==> config.mk <==
export PLATFORM = sky130hd
export DESIGN_NAME = cec_top
export DESIGN_NICKNAME = d
export VERILOG_FILES = /design/src/verilog/cec_pkg.sv /design/src/verilog/cec_top.sv /design/src/verilog/cec_sync.sv /design/src/verilog/cec_channel.sv
export SDC_FILE = /design/constraint.sdc
export NUM_CORES = 1
export LEC_CHECK = 0
export BUFFER_PORTS_ARGS = -buffer_cell sky130_fd_sc_hd__buf_2
export CORE_MARGIN = 2
export CORE_UTILIZATION = 47
export DETAILED_ROUTE_END_ITERATION = 8
export MAX_ROUTING_LAYER = met4
export PLACE_DENSITY = 0.72
export SYNTH_ARGS = -nofsm -noshare
export SYNTH_HDL_FRONTEND = slang
export SYNTH_SLANG_ARGS = --single-unit
==> constraint.sdc <==
create_clock -name pclk -period 2.08 [get_ports pclk]
set_input_delay 0.208 -clock pclk [delete_from_list [all_inputs] [get_ports pclk]]
set_output_delay 0.208 -clock pclk [all_outputs]
set_load 0.02 [all_outputs]
==> src/verilog/cec_pkg.sv <==
// Package of constants for the comparator event control block
package cec_pkg;
    localparam int          CEC_NCHAN        = 3;
    localparam logic [11:0] CEC_ADDR_STATUS  = 12'h000;
    localparam logic [11:0] CEC_ADDR_CTRL1   = 12'h004;
    localparam logic [11:0] CEC_ADDR_CTRL2   = 12'h008;
    localparam logic [11:0] CEC_ADDR_CTRL3   = 12'h00C;
    localparam logic [11:0] CEC_ADDR_IRQ_ST  = 12'h010;
    localparam logic [11:0] CEC_ADDR_IRQ_MSK = 12'h014;
    // Status register fields
    localparam int          CEC_ST_IDLE_STOP = 15;
    localparam int          CEC_ST_EVT_LSB   = 8;
    localparam int          CEC_ST_OUT_LSB   = 0;
    // Control register fields
    localparam int          CEC_CT_ENABLE    = 15;
    localparam int          CEC_CT_PIN_OE    = 14;
    localparam int          CEC_CT_INVERT    = 13;
    localparam int          CEC_CT_LOW_POWER = 12;
    localparam int          CEC_CT_EVENT     = 9;
    localparam int          CEC_CT_RESULT    = 8;
    localparam int          CEC_CT_EDGE_LSB  = 6;
    localparam int          CEC_CT_NONINV    = 4;
    localparam int          CEC_CT_NEG_LSB   = 0;
    localparam logic [15:0] CEC_CT_WMASK     = 16'hF2D3;
    localparam logic [15:0] CEC_RESET_VALUE  = 16'h0000;
    // Edge select codes
    localparam logic [1:0]  CEC_EDGE_NONE    = 2'h0;
    localparam logic [1:0]  CEC_EDGE_RISE    = 2'h1;
    localparam logic [1:0]  CEC_EDGE_FALL    = 2'h2;
    localparam logic [1:0]  CEC_EDGE_ANY     = 2'h3;
endpackage

==> src/verilog/cec_top.sv <==
// APB comparator event control top with three channels and interrupt
`timescale 1ns/10ps
module cec_top
    import cec_pkg::*;
(
    input  wire logic        pclk,
    input  wire logic        presetn,
    input  wire logic        psel,
    input  wire logic        penable,
    input  wire logic        pwrite,
    input  wire logic [11:0] paddr,
    input  wire logic [31:0] pwdata,
    output logic      [31:0] prdata,
    output logic             pready,
    output logic             pslverr,
    input  wire logic        device_idle,
    input  wire logic [2:0]  raw_compare,
    output logic      [2:0]  result_pin,
    output logic      [2:0]  pin_output_enable,
    output logic      [2:0]  comparator_on,
    output logic      [2:0]  low_power_select,
    output logic      [2:0]  noninv_input_select,
    output logic      [5:0]  neg_input_select,
    output logic      [2:0]  trigger,
    output logic             irq
);
    typedef struct packed {
        logic        idle_stop;
        logic [15:0] ctrl1;
        logic [15:0] ctrl2;
        logic [15:0] ctrl3;
        logic [2:0]  irq_status;
        logic [2:0]  irq_mask;
        logic [31:0] prdata;
        logic        pready;
        logic        pslverr;
        logic [2:0]  pin;
        logic [2:0]  oe;
        logic [2:0]  on;
        logic [2:0]  lp;
        logic [2:0]  ni;
        logic [5:0]  neg;
        logic [2:0]  trig;
        logic        irq;
    } cec_top_state_t;

    cec_top_state_t state;
    cec_top_state_t next_state;

    logic [2:0]  sync_cmp;
    logic [2:0]  result;
    logic [2:0]  flag;
    logic [2:0]  pulse;
    logic [2:0]  run;
    logic [2:0]  flag_write;
    logic [2:0]  flag_wdata;
    logic [15:0] ctrl [CEC_NCHAN];
    logic        access;
    logic        wr;

    function automatic logic [15:0] cec_ctrl_read(input logic [15:0] c, input logic res,
                                                  input logic flg);
        logic [15:0] v;
        v = c & CEC_CT_WMASK;
        v[CEC_CT_EVENT]  = flg;
        v[CEC_CT_RESULT] = res;
        return v;
    endfunction

    assign ctrl[0] = state.ctrl1;
    assign ctrl[1] = state.ctrl2;
    assign ctrl[2] = state.ctrl3;
    assign access  = psel & penable & ~state.pready;
    assign wr      = access & pwrite;

    // Comparator inputs are analog-side and asynchronous
    cec_sync #(
        .WIDTH (3)
    ) u_sync (
        .pclk     (pclk),
        .presetn  (presetn),
        .async_in (raw_compare),
        .sync_out (sync_cmp)
    );

    for (genvar i = 0; i < CEC_NCHAN; i++) begin : g_chan
        assign run[i] = ctrl[i][CEC_CT_ENABLE] & ~(state.idle_stop & device_idle);
        assign flag_write[i] = wr & (paddr == CEC_ADDR_CTRL1 + 12'(4 * i));
        assign flag_wdata[i] = pwdata[CEC_CT_EVENT];
        cec_channel u_chan (
            .pclk        (pclk),
            .presetn     (presetn),
            .run         (run[i]),
            .raw_compare (sync_cmp[i]),
            .invert      (ctrl[i][CEC_CT_INVERT]),
            .edge_select (ctrl[i][CEC_CT_EDGE_LSB +: 2]),
            .flag_write  (flag_write[i]),
            .flag_wdata  (flag_wdata[i]),
            .result      (result[i]),
            .event_flag  (flag[i]),
            .event_pulse (pulse[i])
        );
    end

    always_comb begin
        next_state         = state;
        next_state.pready  = access;
        next_state.pslverr = 1'b0;
        next_state.prdata  = '0;
        if (access) begin
            unique case (paddr)
                CEC_ADDR_STATUS: begin
                    next_state.prdata[CEC_ST_IDLE_STOP] = state.idle_stop;
                    next_state.prdata[CEC_ST_EVT_LSB +: 3] = flag;
                    next_state.prdata[CEC_ST_OUT_LSB +: 3] = result;
                    if (pwrite) begin
                        next_state.idle_stop = pwdata[CEC_ST_IDLE_STOP];
                    end
                end
                CEC_ADDR_CTRL1: begin
                    next_state.prdata[15:0] = cec_ctrl_read(state.ctrl1, result[0], flag[0]);
                    if (pwrite) next_state.ctrl1 = pwdata[15:0] & CEC_CT_WMASK;
                end
                CEC_ADDR_CTRL2: begin
                    next_state.prdata[15:0] = cec_ctrl_read(state.ctrl2, result[1], flag[1]);
                    if (pwrite) next_state.ctrl2 = pwdata[15:0] & CEC_CT_WMASK;
                end
                CEC_ADDR_CTRL3: begin
                    next_state.prdata[15:0] = cec_ctrl_read(state.ctrl3, result[2], flag[2]);
                    if (pwrite) next_state.ctrl3 = pwdata[15:0] & CEC_CT_WMASK;
                end
                CEC_ADDR_IRQ_ST: begin
                    next_state.prdata[2:0] = state.irq_status;
                    if (pwrite) next_state.irq_status = state.irq_status & ~pwdata[2:0];
                end
                CEC_ADDR_IRQ_MSK: begin
                    next_state.prdata[2:0] = state.irq_mask;
                    if (pwrite) next_state.irq_mask = pwdata[2:0];
                end
                default: next_state.pslverr = 1'b1;
            endcase
        end
        // Set wins over a same-cycle write-one clear
        next_state.irq_status = next_state.irq_status | pulse;
        next_state.trig = pulse;
        next_state.irq  = |(next_state.irq_status & next_state.irq_mask);
        for (int i = 0; i < CEC_NCHAN; i++) begin
            next_state.pin[i] = result[i] & ctrl[i][CEC_CT_PIN_OE];
            next_state.oe[i]  = ctrl[i][CEC_CT_PIN_OE];
            next_state.on[i]  = run[i];
            next_state.lp[i]  = ctrl[i][CEC_CT_LOW_POWER];
            next_state.ni[i]  = ctrl[i][CEC_CT_NONINV];
            next_state.neg[2*i +: 2] = ctrl[i][CEC_CT_NEG_LSB +: 2];
        end
    end

    always_ff @(posedge pclk or negedge presetn) begin
        if (!presetn) begin
            state <= '0;
        end else begin
            state <= next_state;
        end
    end

    assign prdata              = state.prdata;
    assign pready              = state.pready;
    assign pslverr             = state.pslverr;
    assign result_pin          = state.pin;
    assign pin_output_enable   = state.oe;
    assign comparator_on       = state.on;
    assign low_power_select    = state.lp;
    assign noninv_input_select = state.ni;
    assign neg_input_select    = state.neg;
    assign trigger             = state.trig;
    assign irq                 = state.irq;
endmodule

==> src/verilog/cec_sync.sv <==
// Two-flop synchroniser for the raw comparator outputs
`timescale 1ns/10ps
module cec_sync
    import cec_pkg::*;
#(
    parameter int WIDTH = 3
) (
    input  wire logic             pclk,
    input  wire logic             presetn,
    input  wire logic [WIDTH-1:0] async_in,
    output logic      [WIDTH-1:0] sync_out
);
    typedef struct packed {
        logic [WIDTH-1:0] first;
        logic [WIDTH-1:0] second;
    } cec_sync_state_t;

    cec_sync_state_t state;
    cec_sync_state_t next_state;

    always_comb begin
        next_state.first  = async_in;
        next_state.second = state.first;
    end

    always_ff @(posedge pclk or negedge presetn) begin
        if (!presetn) begin
            state <= '0;
        end else begin
            state <= next_state;
        end
    end

    assign sync_out = state.second;
endmodule

==> src/verilog/cec_channel.sv <==
// One comparator channel: polarity, edge detect and event flag
`timescale 1ns/10ps
module cec_channel
    import cec_pkg::*;
(
    input  wire logic       pclk,
    input  wire logic       presetn,
    input  wire logic       run,
    input  wire logic       raw_compare,
    input  wire logic       invert,
    input  wire logic [1:0] edge_select,
    input  wire logic       flag_write,
    input  wire logic       flag_wdata,
    output logic            result,
    output logic            event_flag,
    output logic            event_pulse
);
    typedef struct packed {
        logic result;
        logic flag;
        logic pulse;
    } cec_chan_state_t;

    cec_chan_state_t state;
    cec_chan_state_t next_state;
    logic            adj;
    logic            hit;

    always_comb begin
        adj = run & (raw_compare ^ invert);
        hit = 1'b0;
        unique case (edge_select)
            CEC_EDGE_NONE: hit = 1'b0;
            CEC_EDGE_RISE: hit = adj & ~state.result;
            CEC_EDGE_FALL: hit = ~adj & state.result;
            CEC_EDGE_ANY:  hit = adj ^ state.result;
        endcase
        hit = hit & run & ~state.flag;
        next_state.result = adj;
        next_state.pulse  = hit;
        next_state.flag   = state.flag;
        if (flag_write) begin
            next_state.flag = flag_wdata;
        end
        if (hit) begin
            next_state.flag = 1'b1;
        end
    end

    always_ff @(posedge pclk or negedge presetn) begin
        if (!presetn) begin
            state <= '0;
        end else begin
            state <= next_state;
        end
    end

    assign result      = state.result;
    assign event_flag  = state.flag;
    assign event_pulse = state.pulse;
endmodule

==> results of run 1 <==
-- final timing paths --
kind                                          endpoint  slack (ns)  cells after the start
worst min-delay path                          ctrl[36]        0.09                      2
min in group asynchronous                   prdata[15]        0.37                      2
max in group asynchronous       noninv_input_select[1]        1.10                      3
worst min register to register      u_sync.sync_out[2]        0.35                      0
worst max register to register                     irq        0.07                      5
worst max-delay path                               irq        0.07                      5
-- layout make-up --
type / count / area share
sequential: 89 / 0.495
timing repair buffer: 98 / 0.130
multi-input combinational: 169 / 0.296
clock buffer: 10 / 0.0306
clock inverter: 6 / 0.00945
inverter: 12 / 0.0100
tap: 105 / 0.0292
-- cell families after synthesis --
family                   count (synthesis)
flip-flops                              89
AND/OR/NAND/NOR                         69
XOR/XNOR                                 3
other                                    1
multiplexers                            43
AO/OA/AOI/OAI                           29
adder cells (fa/ha/maj)                  6
buffers and inverters                   79
-- worst max-delay path, delay by kind of cell, from the launching register on --
family          cells  cell delay, ns
flops               1            0.41
simple gates        3            0.88
compound gates      1            0.31
mux                 1            0.31
-- Yosys cell counts (3+ instances only) --
| cell | instances |
|---|---|
| mux2_1 | 11 |
| nor4_1 | 3 |
| nand3b_1 | 3 |
| nand3_1 | 3 |
| mux2_2 | 18 |
| mux2_4 | 8 |
| nand2_1 | 15 |
| clkbuf_1 | 8 |
| ha_1 | 6 |
| a31o_2 | 3 |
| a211o_1 | 3 |
| xor2_1 | 3 |
| dfrtp_1 | 89 |
| and2_1 | 4 |
| mux2i_1 | 4 |
| buf_4 | 58 |
| nor2_1 | 18 |
| and3_1 | 3 |
| a22oi_1 | 7 |
| a21oi_1 | 4 |
| inv_1 | 12 |
-- registers in the layout, indices dropped and copies added, names as in the netlist, 6 cells and up --
| register | cells |
|---|---|
| ctrl | 27 |
| prdata | 13 |
| state | 7 |
| neg_input_select | 6 |
-- metrics by stage --
stage	TNS, ns	setup WS (ns)	cells	instance area [sq um]	hold WS, ns
detailed placement	-1.75	-0.149	469	4280	0.230
floorplan	-0.0744	-0.0744	337	4090	-0.0876
global route	-0.0124	-0.0124	489	4500	0.0958
finish	0	0.0736	489	4500	0.0943
CTS	0	0.0683	489	4500	0.0793
global placement	-0.924	-0.129	469	4280	0.225
-- timing repair --
item                                    CTS  global route
hold buffers                              4             0
buffers inserted                          0             0
endpoints found under the setup margin    0             1
endpoints found under the hold margin    42             0
-- metal layers --
| metal | part of all wire | wire [um] | up-vias | track usage |
|---|---|---|---|---|
| li1 | - | - | 1137 | - |
| met1 | 0.43 | 3240 | 1263 | 0.233 |
| met2 | 0.49 | 3700 | 72 | 0.273 |
| met3 | 0.052 | 387 | 14 | 0.0407 |
| met4 | 0.023 | 174 | 0 | 0.0833 |
| met5 | 0 | 0 | - | - |
-- power by group --
part	internal (mW)	total (mW)	switching (mW)	leakage (nW)
clock network	0.469	1.09	0.618	0.0887
registers	1.74	1.74	0.00329	1.22
logic	0.0576	0.174	0.116	1.15
total	2.26	3.00	0.737	2.47
==> impl_metrics.tcl, run 1 <==
set metrics [dict create \
    drc 0 \
    drive_gt1_frac 0.396 \
    leakagePower_nw 2.47 \
    grt_pass1_wl_mm 12.1 \
    gp_congestion 0.821 \
    hold_class "in2reg" \
    startpoint_type "register" \
    numCtsBuffers 9 \
    crit_start "pready" \
    dr.pass1.iters 4 \
    finish.utilization 0.545 \
    synth_top_family_by_area "multiplexers" \
    power_density_nw_per_um2 667 \
    fillerInstances 716 \
    status "completed" \
    layout_commonest_cell "dfrtp_1" \
    yosysWarnings 0 \
    dieWidth_um 96.3 \
    ios 112 \
    rsz0062_at_grt "yes" \
    clock_skew_ns 0.00988 \
    wirelength_mm 7.51 \
    postSynthAreaPerCell_sq_um 12.6 \
    clk_latency_ns 0.35 \
    slew_headroom 0.643 \
    cts_sinks 89 \
    cts_tree "built" \
    hpwl_mm 5.52 \
    wire_per_inst_um 15.3 \
    path_cells "and4b_1 -> or4b_4 -> nor2_4 -> mux2_4 -> a221o_1" \
    grt_max_degree 42 \
    io_buffers 71 \
    track_usage 0.181 \
    slowest_stage "or4b_4" \
    worstHoldStart "pwdata[4]" \
    hold_violations 0 \
    floorplan.initialDensity 0.485 \
    grt-ovfl-total 0 \
    areaGrowthSynthToFinish_pct 12.3 \
    synth_xor_area_frac 0.00656 \
    die-area_sq_um 9280 \
    worst_pin_slew_ns 0.535 \
    num_vias 2486 \
    synth.area.top_cells "dfrtp_1 56%, buf_4 11%, mux2_2 5.1%" \
    synth_largest_area_cell "dfrtp_1" \
    synthArstFlopShare 1.00 \
    cts_resized 0 \
    ir_drop_mv 0.318 \
    synth-main-ff-cell "dfrtp_1" \
    synthAdderAreaFrac 0.0187 \
    synth_seq_cells 89 \
    drt-initial-drc-count 119 \
    mostFrequentLayoutCells "88 x dfrtp_1, 70 x buf_2, 23 x buf_4" \
    register_area_sq_um 2230 \
    synth-simple-area-share 0.102 \
    max_freq_mhz 498 \
    end_kind "register" \
    num_antenna_cells 0 \
    slowest_delay_ns 0.49 \
    htree_levels 3 \
    path_class "reg2reg" \
    via_per_inst 5.08 \
    ys_types 48 \
    netlist_area_sq_um 4010 \
    cap_violations 0 \
    antenna_found_initial 0 \
    fin_crit_sh 0.965 \
    die-height_um 96.3 \
    layout.nets 438 \
    coreArea_sq_um 8260 \
    power_mw 3.00 \
    clk_pin_slew_worst_paths_ns 0.09 \
    synth_top_area_frac 0.556 \
    arrival_ns 2.25 \
    synth_edf_count 0 \
    syn_inst 319 \
    muxShareOfSynthArea 0.133 \
    critPathMaxFanout 3 \
    rows 33 \
    seq_area_frac_synth 0.556 \
    cts-root-buf "clkbuf_8" \
    clockBufferDepth 2 \
    drtAntennaViolNets 0 \
    multi_input_area_sq_um 1330 \
    synth_compound_area_frac 0.0528 \
    worstReg2RegStart "pready" \
    first_global_vias 2460 \
    worstPathRequired_ns 2.33 \
    layout_min_cycle_time_ns 2.01 \
    maxSlewViolCount 0 \
    setup_viol 0 \
]
(Power assumes the default switching activity.)
==> run 2: changes to the inputs <==
--- a/config.mk
+++ b/config.mk
@@ -6,11 +6,13 @@
 export NUM_CORES = 1
 export LEC_CHECK = 0
 export BUFFER_PORTS_ARGS = -buffer_cell sky130_fd_sc_hd__buf_2
+export CELL_PAD_IN_SITES_DETAIL_PLACEMENT = 1
+export CELL_PAD_IN_SITES_GLOBAL_PLACEMENT = 2
 export CORE_MARGIN = 2
-export CORE_UTILIZATION = 47
+export CORE_UTILIZATION = 30
 export DETAILED_ROUTE_END_ITERATION = 8
 export MAX_ROUTING_LAYER = met4
-export PLACE_DENSITY = 0.72
+export PLACE_DENSITY = 0.71
 export SYNTH_ARGS = -nofsm -noshare
 export SYNTH_HDL_FRONTEND = slang
 export SYNTH_SLANG_ARGS = --single-unit
==> impl_metrics.tcl, run 2 (synthesis gave the netlist of run 1 again) <==
set metrics [dict create \
    htree_levels 3 \
    rows 42 \
    wire_per_inst_um 15.4 \
    dieWidth_um 120 \
    wirelength_mm 8.68 \
    end_kind "register" \
    maxSlewViolCount 0 \
    die-area_sq_um 14300 \
    clk_pin_slew_worst_paths_ns 0.07 \
    fin_cells 562 \
    slew_headroom 0.648 \
    setup_tns_ns 0 \
    path_delay_family "simple AND/OR/NAND/NOR gates" \
    coreArea_sq_um 13100 \
    power_density_nw_per_um2 761 \
    layout_commonest_cell "dfrtp_1" \
    cts_tree "built" \
    hold_class "in2reg" \
    pre_cts_slack_ns -0.157 \
    seqPwrFrac 0.484 \
    largest_reg_flops 27 \
    fillerInstances 1438 \
    drive_gt1_frac 0.399 \
    r2r_slack_ns 0.03 \
    leakagePower_nw 2.54 \
    layout_min_cycle_time_ns 2.05 \
    worstPathRequired_ns 2.31 \
    status "completed" \
    drt-initial-drc-count 75 \
    arrival_ns 2.27 \
    max_freq_mhz 489 \
    floorplan.initialDensity 0.305 \
    worst_pin_slew_ns 0.528 \
    via_per_inst 4.41 \
    ir_drop_mv 0.319 \
    clock_skew_ns 0.00971 \
    mostFrequentLayoutCells "88 x dfrtp_1, 70 x buf_2, 25 x buf_4" \
    fin_crit_sh 0.983 \
    drc 0 \
    worst_slack_ns 0.0346 \
    p_switching_mw 0.850 \
    setup_viol 0 \
    clk_latency_ns 0.34 \
    dr.pass1.iters 4 \
    grt_max_degree 41 \
    swShare 0.236 \
    grt-ovfl-total 0 \
    io_buffers 71 \
    drtAntennaViolNets 0 \
    dp_cells 542 \
    grt_pass1_wl_mm 14.2 \
    areaGrowthSynthToFinish_pct 18.1 \
    hold_violations 0 \
    path_cells "and4b_1 -> or4b_4 -> nor2_4 -> mux2_4 -> a221o_1" \
    track_usage 0.134 \
    clockBufferDepth 2 \
    clock_power_share 0.467 \
    cts-root-buf "clkbuf_16" \
    layout.nets 440 \
    cts_setup_buffers 0 \
    die-height_um 120 \
    cts_sinks 89 \
    gp_congestion 0.782 \
    rsz0062_at_grt "yes" \
    antenna_found_initial 0 \
    critPathMaxFanout 3 \
    slowest_delay_ns 0.50 \
    combPwrFrac 0.049 \
    cap_violations 0 \
    num_vias 2481 \
    power_mw 3.60 \
    num_antenna_cells 0 \
    crit_buf_inv 0 \
    internal_power_mw 2.75 \
    path_class "reg2reg" \
    ios 112 \
    hpwl_mm 6.43 \
    numCtsBuffers 9 \
    first_global_vias 2693 \
    slowest_stage "or4b_4" \
    startpoint_type "register" \
]
==> run 2: cell types whose count changed in the layout (fill, tap and decap cells not counted), sizes merged <==
cell,previous run,this run
clkinvlp,2,1
inv,13,16
clkinv,3,1
buf,94,96
bufinv,0,1
clkbuf,10,9
==> run 2: area by class of cell <==
class / count / area, sq um / area share
inverter: 12 / 45.0 / 0.00951
tap: 176 / 220 / 0.0465
sequential: 89 / 2230 / 0.471
timing repair buffer: 100 / 598 / 0.126
clock buffer: 9 / 225 / 0.0476
clock inverter: 7 / 83.8 / 0.0177
multi-input combinational: 169 / 1330 / 0.282
==> run 2: layer usage <==
metal	track usage	up-vias	share of wire
met4	0.0456	0	0.011
met3	0.0390	7	0.051
met1	0.157	1273	0.42
met5	-	-	0
li1	-	1139	-
met2	0.222	62	0.51
==> run 2: path summary, 6_finish.rpt <==
check                                        to            startpoint  cells after the start
max in group asynchronous   neg_input_select[5]               presetn                      3
min                                    ctrl[36]             pwdata[4]                      2
min in group asynchronous  pin_output_enable[0]               presetn                      2
max                                         irq                pready                      5
max reg2reg                                 irq                pready                      5
min reg2reg                  u_sync.sync_out[1]  u_sync.next_state[1]                      0
==> run 2: worst reg2reg max path, stage by stage (launching register included) <==
cell and delay, ns:
dfrtp_2 0.41, and4b_1 0.27, or4b_4 0.50, nor2_4 0.13
mux2_4 0.31, a221o_1 0.31
==> run 2: metrics by stage <==
step	cell area (sq um)	hold slack, ns	utilization
floorplan	4090	-0.0876	-
global placement	4390	0.221	0.334
detailed placement	4390	0.230	0.334
CTS	4730	0.111	0.360
global route	4730	0.126	0.360
finish	4730	0.125	0.360
==> run 2: timing repair <==
action | CTS | global route
resized for setup | 0 | 0
setup endpoints to repair | 0 | 1
hold endpoints to repair | 41 | 0
hold buffers | 4 | 0
==> run 2: power by group through the flow <==
| stage | Combinational, mW | Clock [mW] | Sequential [mW] |
|---|---|---|---|
| after floorplan | 0.0997 | 0 | 1.78 |
| after global placement | 0.172 | 0 | 1.78 |
| after detailed placement | 0.175 | 0 | 1.78 |
| after CTS | 0.181 | 1.73 | 1.74 |
| after global routing | 0.197 | 1.80 | 1.74 |
| final | 0.177 | 1.68 | 1.74 |
